--- config.mk ---
export PLATFORM = sky130hd
export DESIGN_NAME = icc_top
export DESIGN_NICKNAME = d
export VERILOG_FILES = /design/src/hdl/icc_pkg.sv /design/src/hdl/icc_channel.sv /design/src/hdl/icc_fifo.sv /design/src/hdl/icc_top.sv
export VERILOG_INCLUDE_DIRS = /design/src /design/src/hdl
export SDC_FILE = /design/constraint.sdc
export NUM_CORES = 1
export LEC_CHECK = 0
export BUFFER_PORTS_ARGS = -buffer_cell sky130_fd_sc_hd__buf_4
export CAP_MARGIN = 5
export CORE_ASPECT_RATIO = 1.5
export CORE_UTILIZATION = 50
export DETAILED_ROUTE_END_ITERATION = 8
export PLACE_DENSITY = 0.68
export SLEW_MARGIN = 20
export SYNTH_ARGS = -nofsm -noshare
export SYNTH_HDL_FRONTEND = slang
export SYNTH_HIERARCHICAL = 1
export SYNTH_SLANG_ARGS = --single-unit
--- constraint.sdc ---
create_clock -name aclk -period 5.9 [get_ports aclk]
set_clock_uncertainty 0.05 [all_clocks]
set_input_delay 0.295 -clock aclk [delete_from_list [all_inputs] [get_ports aclk]]
set_output_delay 0.295 -clock aclk [all_outputs]
set_load 0.05 [all_outputs]
--- src/hdl/icc_params.svh ---
// Offsets, field positions and counts of the input capture block
`ifndef ICC_PARAMS_SVH
`define ICC_PARAMS_SVH
`define ICC_CH_STRIDE 8'h08
`define ICC_BUF_OFS 8'h00
`define ICC_CON_OFS 8'h04
`define ICC_FLAG_OFS 8'h20
`define ICC_EN_OFS 8'h24
`define ICC_MODE_LSB 0
`define ICC_BNE_BIT 3
`define ICC_OV_BIT 4
`define ICC_EPI_LSB 5
`define ICC_TSEL_BIT 7
`define ICC_SIDL_BIT 13
`define ICC_FIFO_DEPTH 4
`define ICC_DIV4_LAST 2'h3
`define ICC_DIV16_LAST 4'hF
`define ICC_RESP_OKAY 2'h0
`define ICC_RESP_SLVERR 2'h2
`endif

--- src/hdl/icc_pkg.sv ---
// Types of the input capture block
package icc_pkg;
  typedef enum logic [2:0] {
    ICC_OFF = 3'h0, ICC_BOTH = 3'h1, ICC_FALL = 3'h2, ICC_RISE = 3'h3,
    ICC_RISE4 = 3'h4, ICC_RISE16 = 3'h5, ICC_UNUSED = 3'h6,
    ICC_INTONLY = 3'h7
  } icc_mode_t;
  typedef struct packed {
    logic stop_in_idle_ctrl;
    logic timebase_select;
    logic [1:0] events_per_irq_sel;
    icc_mode_t capture_mode_sel;
  } icc_ctrl_t;
  typedef struct packed {
    logic cpu_idle;
    logic cpu_sleep;
  } icc_power_t;
  typedef struct packed {
    logic [15:0] timebase_a;
    logic [15:0] timebase_b;
    logic a_on;
    logic b_on;
  } icc_timebase_t;
  typedef struct packed {
    logic prev_pin;
    logic [3:0] presc;
    logic [1:0] epi_cnt;
    logic ov;
    logic lock;
  } icc_chan_st_t;
  typedef struct packed {
    logic aw_held;
    logic [7:0] aw_addr;
    logic w_held;
    logic [31:0] w_data;
    logic [3:0] w_strb;
    logic bvalid;
    logic [1:0] bresp;
    logic rvalid;
    logic [1:0] rresp;
    logic [31:0] rdata;
    icc_ctrl_t [3:0] channel_control_reg;
    logic [3:0] channel_irq_flag_reg;
    logic [3:0] channel_irq_enable_reg;
    logic wake;
  } icc_top_st_t;
endpackage

--- src/hdl/icc_channel.sv ---
// One capture channel: edge select, prescaler, buffer and event count
`include "icc_params.svh"

module icc_channel #(
  parameter int DEPTH = 4
) (
  input wire logic aclk,
  input wire logic aresetn,
  input wire icc_pkg::icc_ctrl_t ctrl,
  input wire icc_pkg::icc_power_t power,
  input wire icc_pkg::icc_timebase_t tb,
  input wire logic cap_pin,
  input wire logic rd_pop,
  output logic [15:0] rd_data,
  output logic [$clog2(DEPTH+1)-1:0] fill_level,
  output logic buf_not_empty_flag,
  output logic capture_overrun_flag,
  output logic irq_pulse
);
  localparam int CW = $clog2(DEPTH + 1);
  icc_pkg::icc_chan_st_t st_reg, st_next;
  icc_pkg::icc_mode_t mode;
  logic rise, fall, run_ok, edge_ev, hit, push, full, ev_ok;
  logic [15:0] stamp;

  assign mode = ctrl.capture_mode_sel;
  assign stamp = ctrl.timebase_select ? tb.timebase_a : tb.timebase_b;
  assign full = fill_level == CW'(DEPTH);

  always_comb begin
    st_next = st_reg;
    st_next.prev_pin = cap_pin;
    rise = cap_pin & ~st_reg.prev_pin;
    fall = ~cap_pin & st_reg.prev_pin;
    run_ok = !power.cpu_sleep
      && !(power.cpu_idle && ctrl.stop_in_idle_ctrl)
      && (ctrl.timebase_select ? tb.a_on : tb.b_on);
    unique case (mode)
      icc_pkg::ICC_BOTH: edge_ev = run_ok & (rise | fall);
      icc_pkg::ICC_FALL: edge_ev = run_ok & fall;
      icc_pkg::ICC_RISE: edge_ev = run_ok & rise;
      icc_pkg::ICC_RISE4:
        edge_ev = run_ok & rise & (st_reg.presc[1:0] == `ICC_DIV4_LAST);
      icc_pkg::ICC_RISE16:
        edge_ev = run_ok & rise & (st_reg.presc == `ICC_DIV16_LAST);
      icc_pkg::ICC_INTONLY: edge_ev = rise;
      icc_pkg::ICC_OFF, icc_pkg::ICC_UNUSED: edge_ev = 1'b0;
    endcase
    if (run_ok && rise && (mode == icc_pkg::ICC_RISE4
        || mode == icc_pkg::ICC_RISE16)) begin
      st_next.presc = st_reg.presc + 4'h1;
    end
    hit = edge_ev && mode != icc_pkg::ICC_INTONLY && !st_reg.lock;
    push = hit && !full;
    if (hit && full && mode != icc_pkg::ICC_BOTH) begin
      st_next.ov = 1'b1;
      st_next.lock = 1'b1;
    end
    if (st_reg.lock && fill_level == '0) begin
      st_next.lock = 1'b0;
    end
    ev_ok = push || (edge_ev && mode == icc_pkg::ICC_INTONLY)
      || (hit && mode == icc_pkg::ICC_BOTH);
    irq_pulse = 1'b0;
    if (ev_ok) begin
      if (mode == icc_pkg::ICC_BOTH || mode == icc_pkg::ICC_INTONLY
          || power.cpu_sleep) begin
        irq_pulse = 1'b1;
      end else if (st_reg.epi_cnt == ctrl.events_per_irq_sel) begin
        irq_pulse = 1'b1;
        st_next.epi_cnt = 2'h0;
      end else begin
        st_next.epi_cnt = st_reg.epi_cnt + 2'h1;
      end
    end
    if (mode == icc_pkg::ICC_OFF) begin
      st_next.presc = 4'h0;
      st_next.epi_cnt = 2'h0;
      st_next.ov = 1'b0;
      st_next.lock = 1'b0;
    end
  end

  always_ff @(posedge aclk) begin
    if (!aresetn) begin
      st_reg <= '0;
      st_reg.prev_pin <= cap_pin;
    end else begin
      st_reg <= st_next;
    end
  end

  icc_fifo #(.WIDTH(16), .DEPTH(DEPTH)) u_buf (
    .aclk(aclk),
    .aresetn(aresetn),
    .push(push),
    .push_data(stamp),
    .pop(rd_pop),
    .head(rd_data),
    .count(fill_level)
  );

  assign buf_not_empty_flag = fill_level != '0;
  assign capture_overrun_flag = st_reg.ov;
endmodule

--- src/hdl/icc_fifo.sv ---
// Shift buffer holding captured time stamps, oldest word at the head
module icc_fifo #(
  parameter int WIDTH = 16,
  parameter int DEPTH = 4
) (
  input wire logic aclk,
  input wire logic aresetn,
  input wire logic push,
  input wire logic [WIDTH-1:0] push_data,
  input wire logic pop,
  output logic [WIDTH-1:0] head,
  output logic [$clog2(DEPTH+1)-1:0] count
);
  localparam int CW = $clog2(DEPTH + 1);
  typedef struct packed {
    logic [DEPTH-1:0][WIDTH-1:0] words;
    logic [CW-1:0] count;
  } icc_fifo_st_t;
  icc_fifo_st_t st_reg, st_next;

  always_comb begin
    st_next = st_reg;
    if (pop && st_reg.count != '0) begin
      for (int i = 0; i < DEPTH - 1; i++) begin
        st_next.words[i] = st_reg.words[i+1];
      end
      st_next.count = st_reg.count - 1'b1;
    end
    if (push && st_next.count != CW'(DEPTH)) begin
      for (int i = 0; i < DEPTH; i++) begin
        if (CW'(i) == st_next.count) begin
          st_next.words[i] = push_data;
        end
      end
      st_next.count = st_next.count + 1'b1;
    end
  end

  always_ff @(posedge aclk) begin
    if (!aresetn) begin
      st_reg <= '0;
    end else begin
      st_reg <= st_next;
    end
  end

  assign head = st_reg.words[0];
  assign count = st_reg.count;
endmodule

--- src/hdl/icc_top.sv ---
// Input capture block: four capture channels behind an AXI4-Lite slave
//
// The register addresses and the AXI4-Lite register port were left to the implementer.
`include "icc_params.svh"

module icc_top (
  input wire logic aclk,
  input wire logic aresetn,
  input wire logic [7:0] s_axi_awaddr,
  input wire logic s_axi_awvalid,
  output logic s_axi_awready,
  input wire logic [31:0] s_axi_wdata,
  input wire logic [3:0] s_axi_wstrb,
  input wire logic s_axi_wvalid,
  output logic s_axi_wready,
  output logic [1:0] s_axi_bresp,
  output logic s_axi_bvalid,
  input wire logic s_axi_bready,
  input wire logic [7:0] s_axi_araddr,
  input wire logic s_axi_arvalid,
  output logic s_axi_arready,
  output logic [31:0] s_axi_rdata,
  output logic [1:0] s_axi_rresp,
  output logic s_axi_rvalid,
  input wire logic s_axi_rready,
  input wire logic [3:0] cap_pin,
  input wire icc_pkg::icc_timebase_t tb,
  input wire icc_pkg::icc_power_t power,
  output logic [3:0] channel_irq_flag,
  output logic wake_req
);
  icc_pkg::icc_top_st_t st_reg, st_next;
  logic [3:0] pop, irq_pulse, bne, ov, run_ok;
  logic [3:0][15:0] head;
  logic [3:0][2:0] fill;
  logic ar_fire, wr_go, rd_err, wr_err;
  logic [31:0] rd_word;

  // Control word as software sees it
  function automatic logic [15:0] con_word(
    input icc_pkg::icc_ctrl_t c,
    input logic b,
    input logic o
  );
    logic [15:0] w;
    w = 16'h0000;
    w[`ICC_MODE_LSB +: 3] = c.capture_mode_sel;
    w[`ICC_BNE_BIT] = b;
    w[`ICC_OV_BIT] = o;
    w[`ICC_EPI_LSB +: 2] = c.events_per_irq_sel;
    w[`ICC_TSEL_BIT] = c.timebase_select;
    w[`ICC_SIDL_BIT] = c.stop_in_idle_ctrl;
    return w;
  endfunction

  // Channel slots 0..3
  for (genvar g = 0; g < 4; g++) begin : g_ch
    icc_channel #(.DEPTH(`ICC_FIFO_DEPTH)) u_ch (
      .aclk(aclk),
      .aresetn(aresetn),
      .ctrl(st_reg.channel_control_reg[g]),
      .power(power),
      .tb(tb),
      .cap_pin(cap_pin[g]),
      .rd_pop(pop[g]),
      .rd_data(head[g]),
      .fill_level(fill[g]),
      .buf_not_empty_flag(bne[g]),
      .capture_overrun_flag(ov[g]),
      .irq_pulse(irq_pulse[g])
    );
  end

  // Read address decode
  always_comb begin
    ar_fire = s_axi_arvalid && !st_reg.rvalid;
    pop = 4'h0;
    rd_word = 32'h0000_0000;
    rd_err = 1'b1;
    for (int i = 0; i < 4; i++) begin
      if (s_axi_araddr == 8'(`ICC_BUF_OFS + i * `ICC_CH_STRIDE)) begin
        rd_word = {16'h0000, head[i]};
        rd_err = 1'b0;
        pop[i] = ar_fire;
      end
      if (s_axi_araddr == 8'(`ICC_CON_OFS + i * `ICC_CH_STRIDE)) begin
        rd_word = {16'h0000,
          con_word(st_reg.channel_control_reg[i], bne[i], ov[i])};
        rd_err = 1'b0;
      end
    end
    if (s_axi_araddr == `ICC_FLAG_OFS) begin
      rd_word = {28'h0000000, st_reg.channel_irq_flag_reg};
      rd_err = 1'b0;
    end
    if (s_axi_araddr == `ICC_EN_OFS) begin
      rd_word = {28'h0000000, st_reg.channel_irq_enable_reg};
      rd_err = 1'b0;
    end
  end

  // Bus slave and register state
  always_comb begin
    st_next = st_reg;
    wr_go = st_reg.aw_held && st_reg.w_held && !st_reg.bvalid;
    wr_err = 1'b1;
    if (s_axi_awvalid && s_axi_awready) begin
      st_next.aw_held = 1'b1;
      st_next.aw_addr = s_axi_awaddr;
    end
    if (s_axi_wvalid && s_axi_wready) begin
      st_next.w_held = 1'b1;
      st_next.w_data = s_axi_wdata;
      st_next.w_strb = s_axi_wstrb;
    end
    if (st_reg.bvalid && s_axi_bready) begin
      st_next.bvalid = 1'b0;
    end
    if (wr_go) begin
      st_next.aw_held = 1'b0;
      st_next.w_held = 1'b0;
      st_next.bvalid = 1'b1;
      for (int i = 0; i < 4; i++) begin
        if (st_reg.aw_addr == 8'(`ICC_BUF_OFS + i * `ICC_CH_STRIDE)) begin
          wr_err = 1'b0;
        end
        if (st_reg.aw_addr == 8'(`ICC_CON_OFS + i * `ICC_CH_STRIDE)) begin
          wr_err = 1'b0;
          if (st_reg.w_strb[0]) begin
            st_next.channel_control_reg[i].capture_mode_sel =
              icc_pkg::icc_mode_t'(st_reg.w_data[`ICC_MODE_LSB +: 3]);
            st_next.channel_control_reg[i].events_per_irq_sel =
              st_reg.w_data[`ICC_EPI_LSB +: 2];
            st_next.channel_control_reg[i].timebase_select =
              st_reg.w_data[`ICC_TSEL_BIT];
          end
          if (st_reg.w_strb[1]) begin
            st_next.channel_control_reg[i].stop_in_idle_ctrl =
              st_reg.w_data[`ICC_SIDL_BIT];
          end
        end
      end
      if (st_reg.aw_addr == `ICC_FLAG_OFS) begin
        wr_err = 1'b0;
        if (st_reg.w_strb[0]) begin
          st_next.channel_irq_flag_reg =
            st_reg.channel_irq_flag_reg & ~st_reg.w_data[3:0];
        end
      end
      if (st_reg.aw_addr == `ICC_EN_OFS) begin
        wr_err = 1'b0;
        if (st_reg.w_strb[0]) begin
          st_next.channel_irq_enable_reg = st_reg.w_data[3:0];
        end
      end
      st_next.bresp = wr_err ? `ICC_RESP_SLVERR : `ICC_RESP_OKAY;
    end
    // Hardware set wins over software clear
    st_next.channel_irq_flag_reg =
      st_next.channel_irq_flag_reg | irq_pulse;
    if (ar_fire) begin
      st_next.rvalid = 1'b1;
      st_next.rdata = rd_word;
      st_next.rresp = rd_err ? `ICC_RESP_SLVERR : `ICC_RESP_OKAY;
    end else if (st_reg.rvalid && s_axi_rready) begin
      st_next.rvalid = 1'b0;
    end
    st_next.wake = (power.cpu_idle || power.cpu_sleep)
      && |(st_next.channel_irq_flag_reg
      & st_next.channel_irq_enable_reg);
  end

  always_ff @(posedge aclk) begin
    if (!aresetn) begin
      st_reg <= '0;
    end else begin
      st_reg <= st_next;
    end
  end

  assign s_axi_awready = !st_reg.aw_held && !st_reg.bvalid;
  assign s_axi_wready = !st_reg.w_held && !st_reg.bvalid;
  assign s_axi_bvalid = st_reg.bvalid;
  assign s_axi_bresp = st_reg.bresp;
  assign s_axi_arready = !st_reg.rvalid;
  assign s_axi_rvalid = st_reg.rvalid;
  assign s_axi_rdata = st_reg.rdata;
  assign s_axi_rresp = st_reg.rresp;
  assign channel_irq_flag = st_reg.channel_irq_flag_reg;
  assign wake_req = st_reg.wake;

  // Checks
  always_comb begin
    for (int i = 0; i < 4; i++) begin
      run_ok[i] = !power.cpu_sleep
        && !(power.cpu_idle
        && st_reg.channel_control_reg[i].stop_in_idle_ctrl)
        && (st_reg.channel_control_reg[i].timebase_select
        ? tb.a_on : tb.b_on);
    end
  end

  for (genvar g = 0; g < 4; g++) begin : g_chk

  end
endmodule

==> summary.txt, run 1 <==
Status = finished clean
Clock edge transition at the registers on the reported setup and hold paths = 0.06 ns
Via count = 16400
CTS tree = built
Sequential area share after synthesis = 36.9%
CP max-delay cell = and3b_1
Grt met2 use = 46.6%
Wire length of the first global-routing pass = 88700 µm
Root Driver = clkbuf_16
Final ANT Viol Nets = 0
Post-synth ARST share = 0%
CTS HTree Levels = 2
Synth top cells by count = dfxtp_1, mux2i_1, nor2_1
Die span in x = 168 µm
Least-Margin Pin Slew = 1.16 ns
P_leak = 8.66 nW
EDFF count, synth = 0
Register area = 7630 µm²
Crit path time final = 4.27 ns
Yosys warns = 6
Post CTS Setup Buffer Count = 0
Top post-synthesis cells by area = dfxtp_1, mux2i_1, a211oi_1
Critical Path End Type = flop
Critical path peak fanout = 31
Worst-case clock buffer depth = 3
Routing usage on met3 = 3.72%
Setup TNS = 0 ns
DRC = 0
Cell area after synthesis = 20700 µm²
# setup viols final = 0
Yosys top cell area share = 36.9%
WL final = 57700 µm
Initial antenna violation count = 0
Share of cells above drive strength 1 = 15.2%
Unrepaired setup endpoints after global routing = no
Worst hold path class = primary input to flop
Finished Layout Cells = 2680
Post-DR wirelength/cell = 21.5 µm
Std-Cell Rows = 90
Ys flop type = dfxtp_1
Final #Nets = 2278
RePlAce Congestion = 0.932
Worst EP arrival = 4.63 ns
Max reg flops = 192
Syn_area_per_cell = 9.35 µm²
Crit path kind = flop to flop
Worst reg2reg endpoint = g_ch[3].u_ch/u_buf/st_reg[62]$_SDFFE_PN0P_
Gr busiest metal = met2
Starting Density = 51.0%
R2r setup slk = 1.63 ns
Worst skew pair latency = 0.56 ns
Slowest stage delay, CP = 0.97 ns
DIE AREA = 42200 µm²
Netlist cell types = 80
FF-to-FF Start = s_axi_rvalid$_SDFFE_PN0P_
WHS = 0.0596 ns
Final Slew Violations = 0
Fin. Hold Viols = 0
Die Ht = 251 µm
Cells after Synth = 2211
Filler cells = 3632
Crit. Startpoint = s_axi_rvalid$_SDFFE_PN0P_
Gr usage total = 26.6%
Cells along the critical path = nand2b_1, nor3_1, buf_4, nand2_1, buf_4, a21boi_0, ha_1, nand2_1, and3b_1, mux2i_1, nor2_1
DRT Pass-1 Iters = 5
Vias in the first global route = 15800
Tcrit/Tclk final = 72.4%
Core outline area = 40500 µm²
Clock sink count = 381
Flops & latches, synth = 381
Max frequency = 234 MHz
Pwr dens = 244 nW/µm²
Antenna diodes = 0
Post-DP HPWL = 39600 µm
Iter 0 DRT Violations = 1244
Io pins = 145
Vias per cell = 6.12
CP Data Required Time = 6.26 ns
# Max-Cap Violations = 0
Port Buffer Count = 100
Total placed cells including tap cells = 2589
Peak VDD IR = 0.177 mV
Combined area of the multi-input logic cells = 11200 µm²
Cell taking the most area after synthesis = dfxtp_1
Startpoint Class = flop
Remaining Overflow, GRT = 0
Most instantiated library cell after synthesis = dfxtp_1
P&R area growth vs syn = 6.88%
GR Util met1 = 31.6%
Worst r2r path cells = 11
Worst setup path endpoint = g_ch[3].u_ch/u_buf/st_reg[62]$_SDFFE_PN0P_
CTS Buf Count = 38
Largest net degree at the start of global routing = 67
Worst rel slew slack = 21.9%
[layout make-up]
class,instances,area share (%)
multi-input combinational,1522,50.7
clock inverter,16,0.816
timing repair buffer,150,5.37
tap,506,2.87
inverter,54,0.918
clock buffer,51,4.80
sequential,381,34.5
[per-stage QoR]
step	power, mW	util, %	setup WS [ns]	instance area [µm²]
floorplan	2.86	-	2.46	20700
global placement	2.97	50.8	1.52	20600
detailed placement	2.98	50.8	1.50	20600
CTS	5.44	54.5	1.61	22100
global route	5.57	54.5	1.33	22100
finish	5.40	54.5	1.63	22100
[layout by cell type (no fill, tap or decap), types with 14 or more instances in the layout]
master / count
o22ai_1: 18
mux2i_1: 305
dfxtp_1: 381
conb_1: 18
or3_1: 14
nand4_1: 17
mux2_2: 83
nand2_1: 96
buf_4: 126
a2111oi_0: 64
inv_1: 40
a21oi_1: 85
ha_1: 32
o21ai_0: 17
xnor2_1: 20
dlygate4sd3_1: 24
nand3_1: 23
clkbuf_16: 39
a211oi_1: 197
nor2_1: 275
[critical path, delay by kind of cell, from the launching register on]
kind / cells / cell delay [ns]
buffers and inverters: 2 / 0.55
AND/OR/NAND/NOR: 6 / 2.24
multiplexers: 1 / 0.29
adder cells (fa/ha/maj): 1 / 0.24
AO/OA/AOI/OAI: 1 / 0.41
flip-flops: 1 / 0.34
[cells by family (layout without fill, tap and decap cells)]
logic type                 Yosys count  count (layout)  synth area share [%]
and+or+nand+nor                    546             546                  13.0
AOI/OAI and AO/OA                  510             510                  18.4
muxes                              388             388                  19.3
DFF                                381             381                  36.9
buffers and inverters              325             271                  9.24
adders and majority gates           32              32                  1.94
xor gates and xnor gates            28              28                  1.19
other                                1              18                0.0181
[routing by layer]
layer / share of wire [%] / routed length, µm
met5: 0 / 0
met4: 4.9 / 2840
met3: 5.1 / 2920
met2: 49 / 28400
met1: 41 / 23500
[how the worst min path moves through the flow]
stage	startpoint	endpoint	slack, ns	cells past startpoint
after global routing	s_axi_araddr[0]	s_axi_rresp[1]$_SDFFE_PN0P_	0.08	3
after global placement	cap_pin[0]	g_ch[0].u_ch/st_reg[8]$_DFF_P_	0.37	1
after detailed placement	cap_pin[3]	g_ch[3].u_ch/st_reg[8]$_DFF_P_	0.37	1
after CTS	s_axi_araddr[1]	s_axi_rresp[1]$_SDFFE_PN0P_	0.04	3
after floorplan	cap_pin[0]	g_ch[0].u_ch/st_reg[8]$_DFF_P_	0.27	0
final	s_axi_araddr[1]	s_axi_rresp[1]$_SDFFE_PN0P_	0.06	3
[where the power goes]
| part | total [mW] | leakage, nW | internal, mW | switching (mW) |
|---|---|---|---|---|
| clock network | 2.46 | 0.614 | 1.40 | 1.05 |
| registers | 2.61 | 3.07 | 2.59 | 0.0220 |
| logic | 0.330 | 4.97 | 0.106 | 0.224 |
| total | 5.40 | 8.66 | 4.09 | 1.30 |
[repair_timing]
action,4_1_cts,5_1_grt
gates resized for setup,0,0
hold buffers,24,0
endpoints found under the hold margin,24,0
Note: power is estimated with default switching activity, not from simulation.
==> run 2: changes to the inputs <==
Clock period 5.9 ns to 4.25 ns, I/O delays scaled along.
==> run 2 against run 1 <==
  * Design area rose by 0.58%
  * Worst setup slack got worse by 1.4 ns
  * Combinational power rose by 42%
  * Die area did not move
  * Critical path depth rose by 1
  * Register-to-register slack got worse by 1.1 ns
  * Largest cell class unchanged
==> summary.txt, run 2 (same netlist as run 1, synthesis figures left out) <==
Post-DR wirelength/cell = 21.5 µm (about the same)
Placed cell areas = 20700 µm² (+0.40%)
Critical path peak fanout = 16 (-48%)
Std-Cell Rows = 90 (unchanged)
Commonest non-fill, non-tap cell in the layout = dfxtp_1
Cells along the critical path = dlygate4sd3_1, buf_4, or4_4, or3_1, nor3_1, nand2_1, a21boi_0, ha_1, nand2_1, and3b_1, mux2i_1, nor2_1
Startpoint Class = primary input
GR Util met1 = 31.3% (-0.26 points)
Routing usage on met3 = 3.79% (+0.079 points)
Setup TNS = 0 ns (unchanged)
P_leak = 8.73 nW (+0.91%)
CP max-delay cell = and3b_1
Worst hold path class = primary input to flop
CP delay by family, top = simple AND/OR/NAND/NOR gates
Psw = 1.81 mW (+39%)
Critical Path End Type = flop
R2r setup slk = 0.55 ns (-1.08 ns)
CTS HTree Levels = 2 (unchanged)
Internal Power = 5.69 mW (+39%)
Core outline area = 40500 µm² (unchanged)
# setup viols final = 0 (unchanged)
Max reg flops = 192 (unchanged)
Worst skew pair latency = 0.55 ns (about the same)
Combined area of the multi-input logic cells = 11200 µm² (about the same)
Net switching share of the total power = 24.1% (about the same)
Least-Margin Pin Slew = 1.19 ns (+0.0295 ns)
Grt met2 use = 47.2% (+0.54 points)
Post-DP HPWL = 40500 µm (+2.2%)
Sequential Power Share = 48.3% (about the same)
PostCTS Resize Cnt = 0 (unchanged)
Worst rel slew slack = 20.7% (-1.1 points)
Clock share of power = 45.4% (about the same)
Vias in the first global route = 16200 (+2.2%)
Status = finished clean
Starting Density = 51.0% (unchanged)
Gr usage total = 27.1% (+0.48 points)
Most frequent cells in the layout = dfxtp_1, mux2i_1, nor2_1
Final #Nets = 2293 (+0.66%)
Peak VDD IR = 0.259 mV (+47%)
Die span in x = 168 µm (unchanged)
Largest net degree at the start of global routing = 67 (unchanged)
CTS Buf Count = 38 (unchanged)
Filler cells = 3566 (-1.8%)
Io pins = 145 (unchanged)
Unrepaired setup endpoints after global routing = no
Final Worst Setup Slack = 0.262 ns (-1.37 ns)
# Max-Cap Violations = 0 (unchanged)
Post CTS Setup Buffer Count = 0 (unchanged)
Port Buffer Count = 100 (unchanged)
Clock edge transition at the registers on the reported setup and hold paths = 0.06 ns (about the same)
RePlAce Congestion = 0.943 (+1.2%)
Crit path kind = primary input to flop
Slowest stage delay, CP = 1.02 ns (+0.05 ns)
Tcrit/Tclk final = 93.8%
Fin util = 54.8% (+0.31 points)
Worst EP arrival = 4.35 ns (-0.28 ns)
Max frequency = 251 MHz
Gr busiest metal = met2
CP dominant cell by count = nand2_1
P&R area growth vs syn = 7.50%
Initial antenna violation count = 0 (unchanged)
Crit path time final = 3.99 ns
Buf+Inv Stages, Crit Path = 2 (unchanged)
DRT Pass-1 Iters = 5 (unchanged)
Worst-case clock buffer depth = 3 (unchanged)
Cts hold-fix bufs = 28 (+17%)
Fin. Hold Viols = 0 (unchanged)
CTS tree = built
Antenna diodes = 0 (unchanged)
Pwr dens = 337 nW/µm² (+38%)
Die Ht = 251 µm (unchanged)
Finished layout cell area = 22200 µm² (+0.58%)
Final Slew Violations = 0 (unchanged)
Share of cells above drive strength 1 = 15.6% (+0.42 points)
Remaining Overflow, GRT = 0 (unchanged)
Register area = 7630 µm² (unchanged)
Post-Place Worst Slack = 0.332 ns (-1.17 ns)
Via count = 16600 (+0.92%)
Root Driver = clkbuf_16
DIE AREA = 42200 µm² (unchanged)
CP Data Required Time = 4.61 ns (-1.65 ns)
Iter 0 DRT Violations = 1350 (+8.5%)
Final ANT Viol Nets = 0 (unchanged)
WL final = 58000 µm (+0.63%)
Clock sink count = 381 (unchanged)
Wire length of the first global-routing pass = 90300 µm (+1.7%)
Comb power frac = 6.3% (+0.2 points)
Vias per cell = 6.14 (+0.25%)
DRC = 0 (unchanged)
[run 2: changes by cell type in the layout (fill, tap and decap cells not counted), moves of 2 or more]
| cell | before | now |
|---|---|---|
| dlygate4sd3_1 | 24 | 28 |
| inv_6 | 0 | 2 |
| clkbuf_8 | 4 | 9 |
| buf_4 | 126 | 137 |
[run 2: power groups by stage]
stage               sequential, mW  clock [mW]  combinational, mW
floorplan                     3.69           0              0.282
global placement              3.70           0              0.435
detailed placement            3.70           0              0.441
CTS                           3.62        3.46              0.464
global route                  3.62        3.60              0.497
finish                        3.62        3.40              0.469
[run 2: per-stage QoR]
step           hold slack, ns  instances  total power [mW]
3_3_place_gp            0.285       2600              4.14
5_1_grt                0.0427       2698              7.72
3_5_place_dp            0.291       2600              4.14
2_1_floorplan           0.190       2228              3.97
4_1_cts                0.0223       2698              7.55
6_report               0.0507       2698              7.49
[run 2: path summary, 6_finish.rpt]
kind | from | endpoint | cells past startpoint
worst min register to register | g_ch[2].u_ch/st_reg[0]$_SDFFE_PP0P_ | g_ch[2].u_ch/st_reg[0]$_SDFFE_PP0P_ | 2
worst min-delay path | power[1] | wake_req$_SDFF_PN0_ | 3
worst max-delay path | s_axi_araddr[1] | g_ch[1].u_ch/u_buf/st_reg[60]$_SDFFE_PN0P_ | 12
worst max register to register | s_axi_rvalid$_SDFFE_PN0P_ | g_ch[3].u_ch/u_buf/st_reg[64]$_SDFFE_PN0P_ | 10
[run 2: area by class of cell]
type,count,share of cell area [%]
clock inverters,15,0.659
repair buffers,165,5.89
inverters,54,0.912
well taps,506,2.85
clock buffers,55,4.97
multi-input cells,1522,50.4
flip-flops and latches,381,34.3
[run 2: tightest hold or removal path, delay by kind of cell]
family / cells / cell delay (ns)
buf+inv: 1 / 0.14
compound gates: 2 / 0.25
[run 2: routing by layer]
metal | wire length (µm) | vias to the layer above
li1 | - | 7871
met1 | 23400 | 7988
met2 | 27800 | 544
met3 | 2950 | 159
met4 | 3800 | 0
met5 | 0 | -
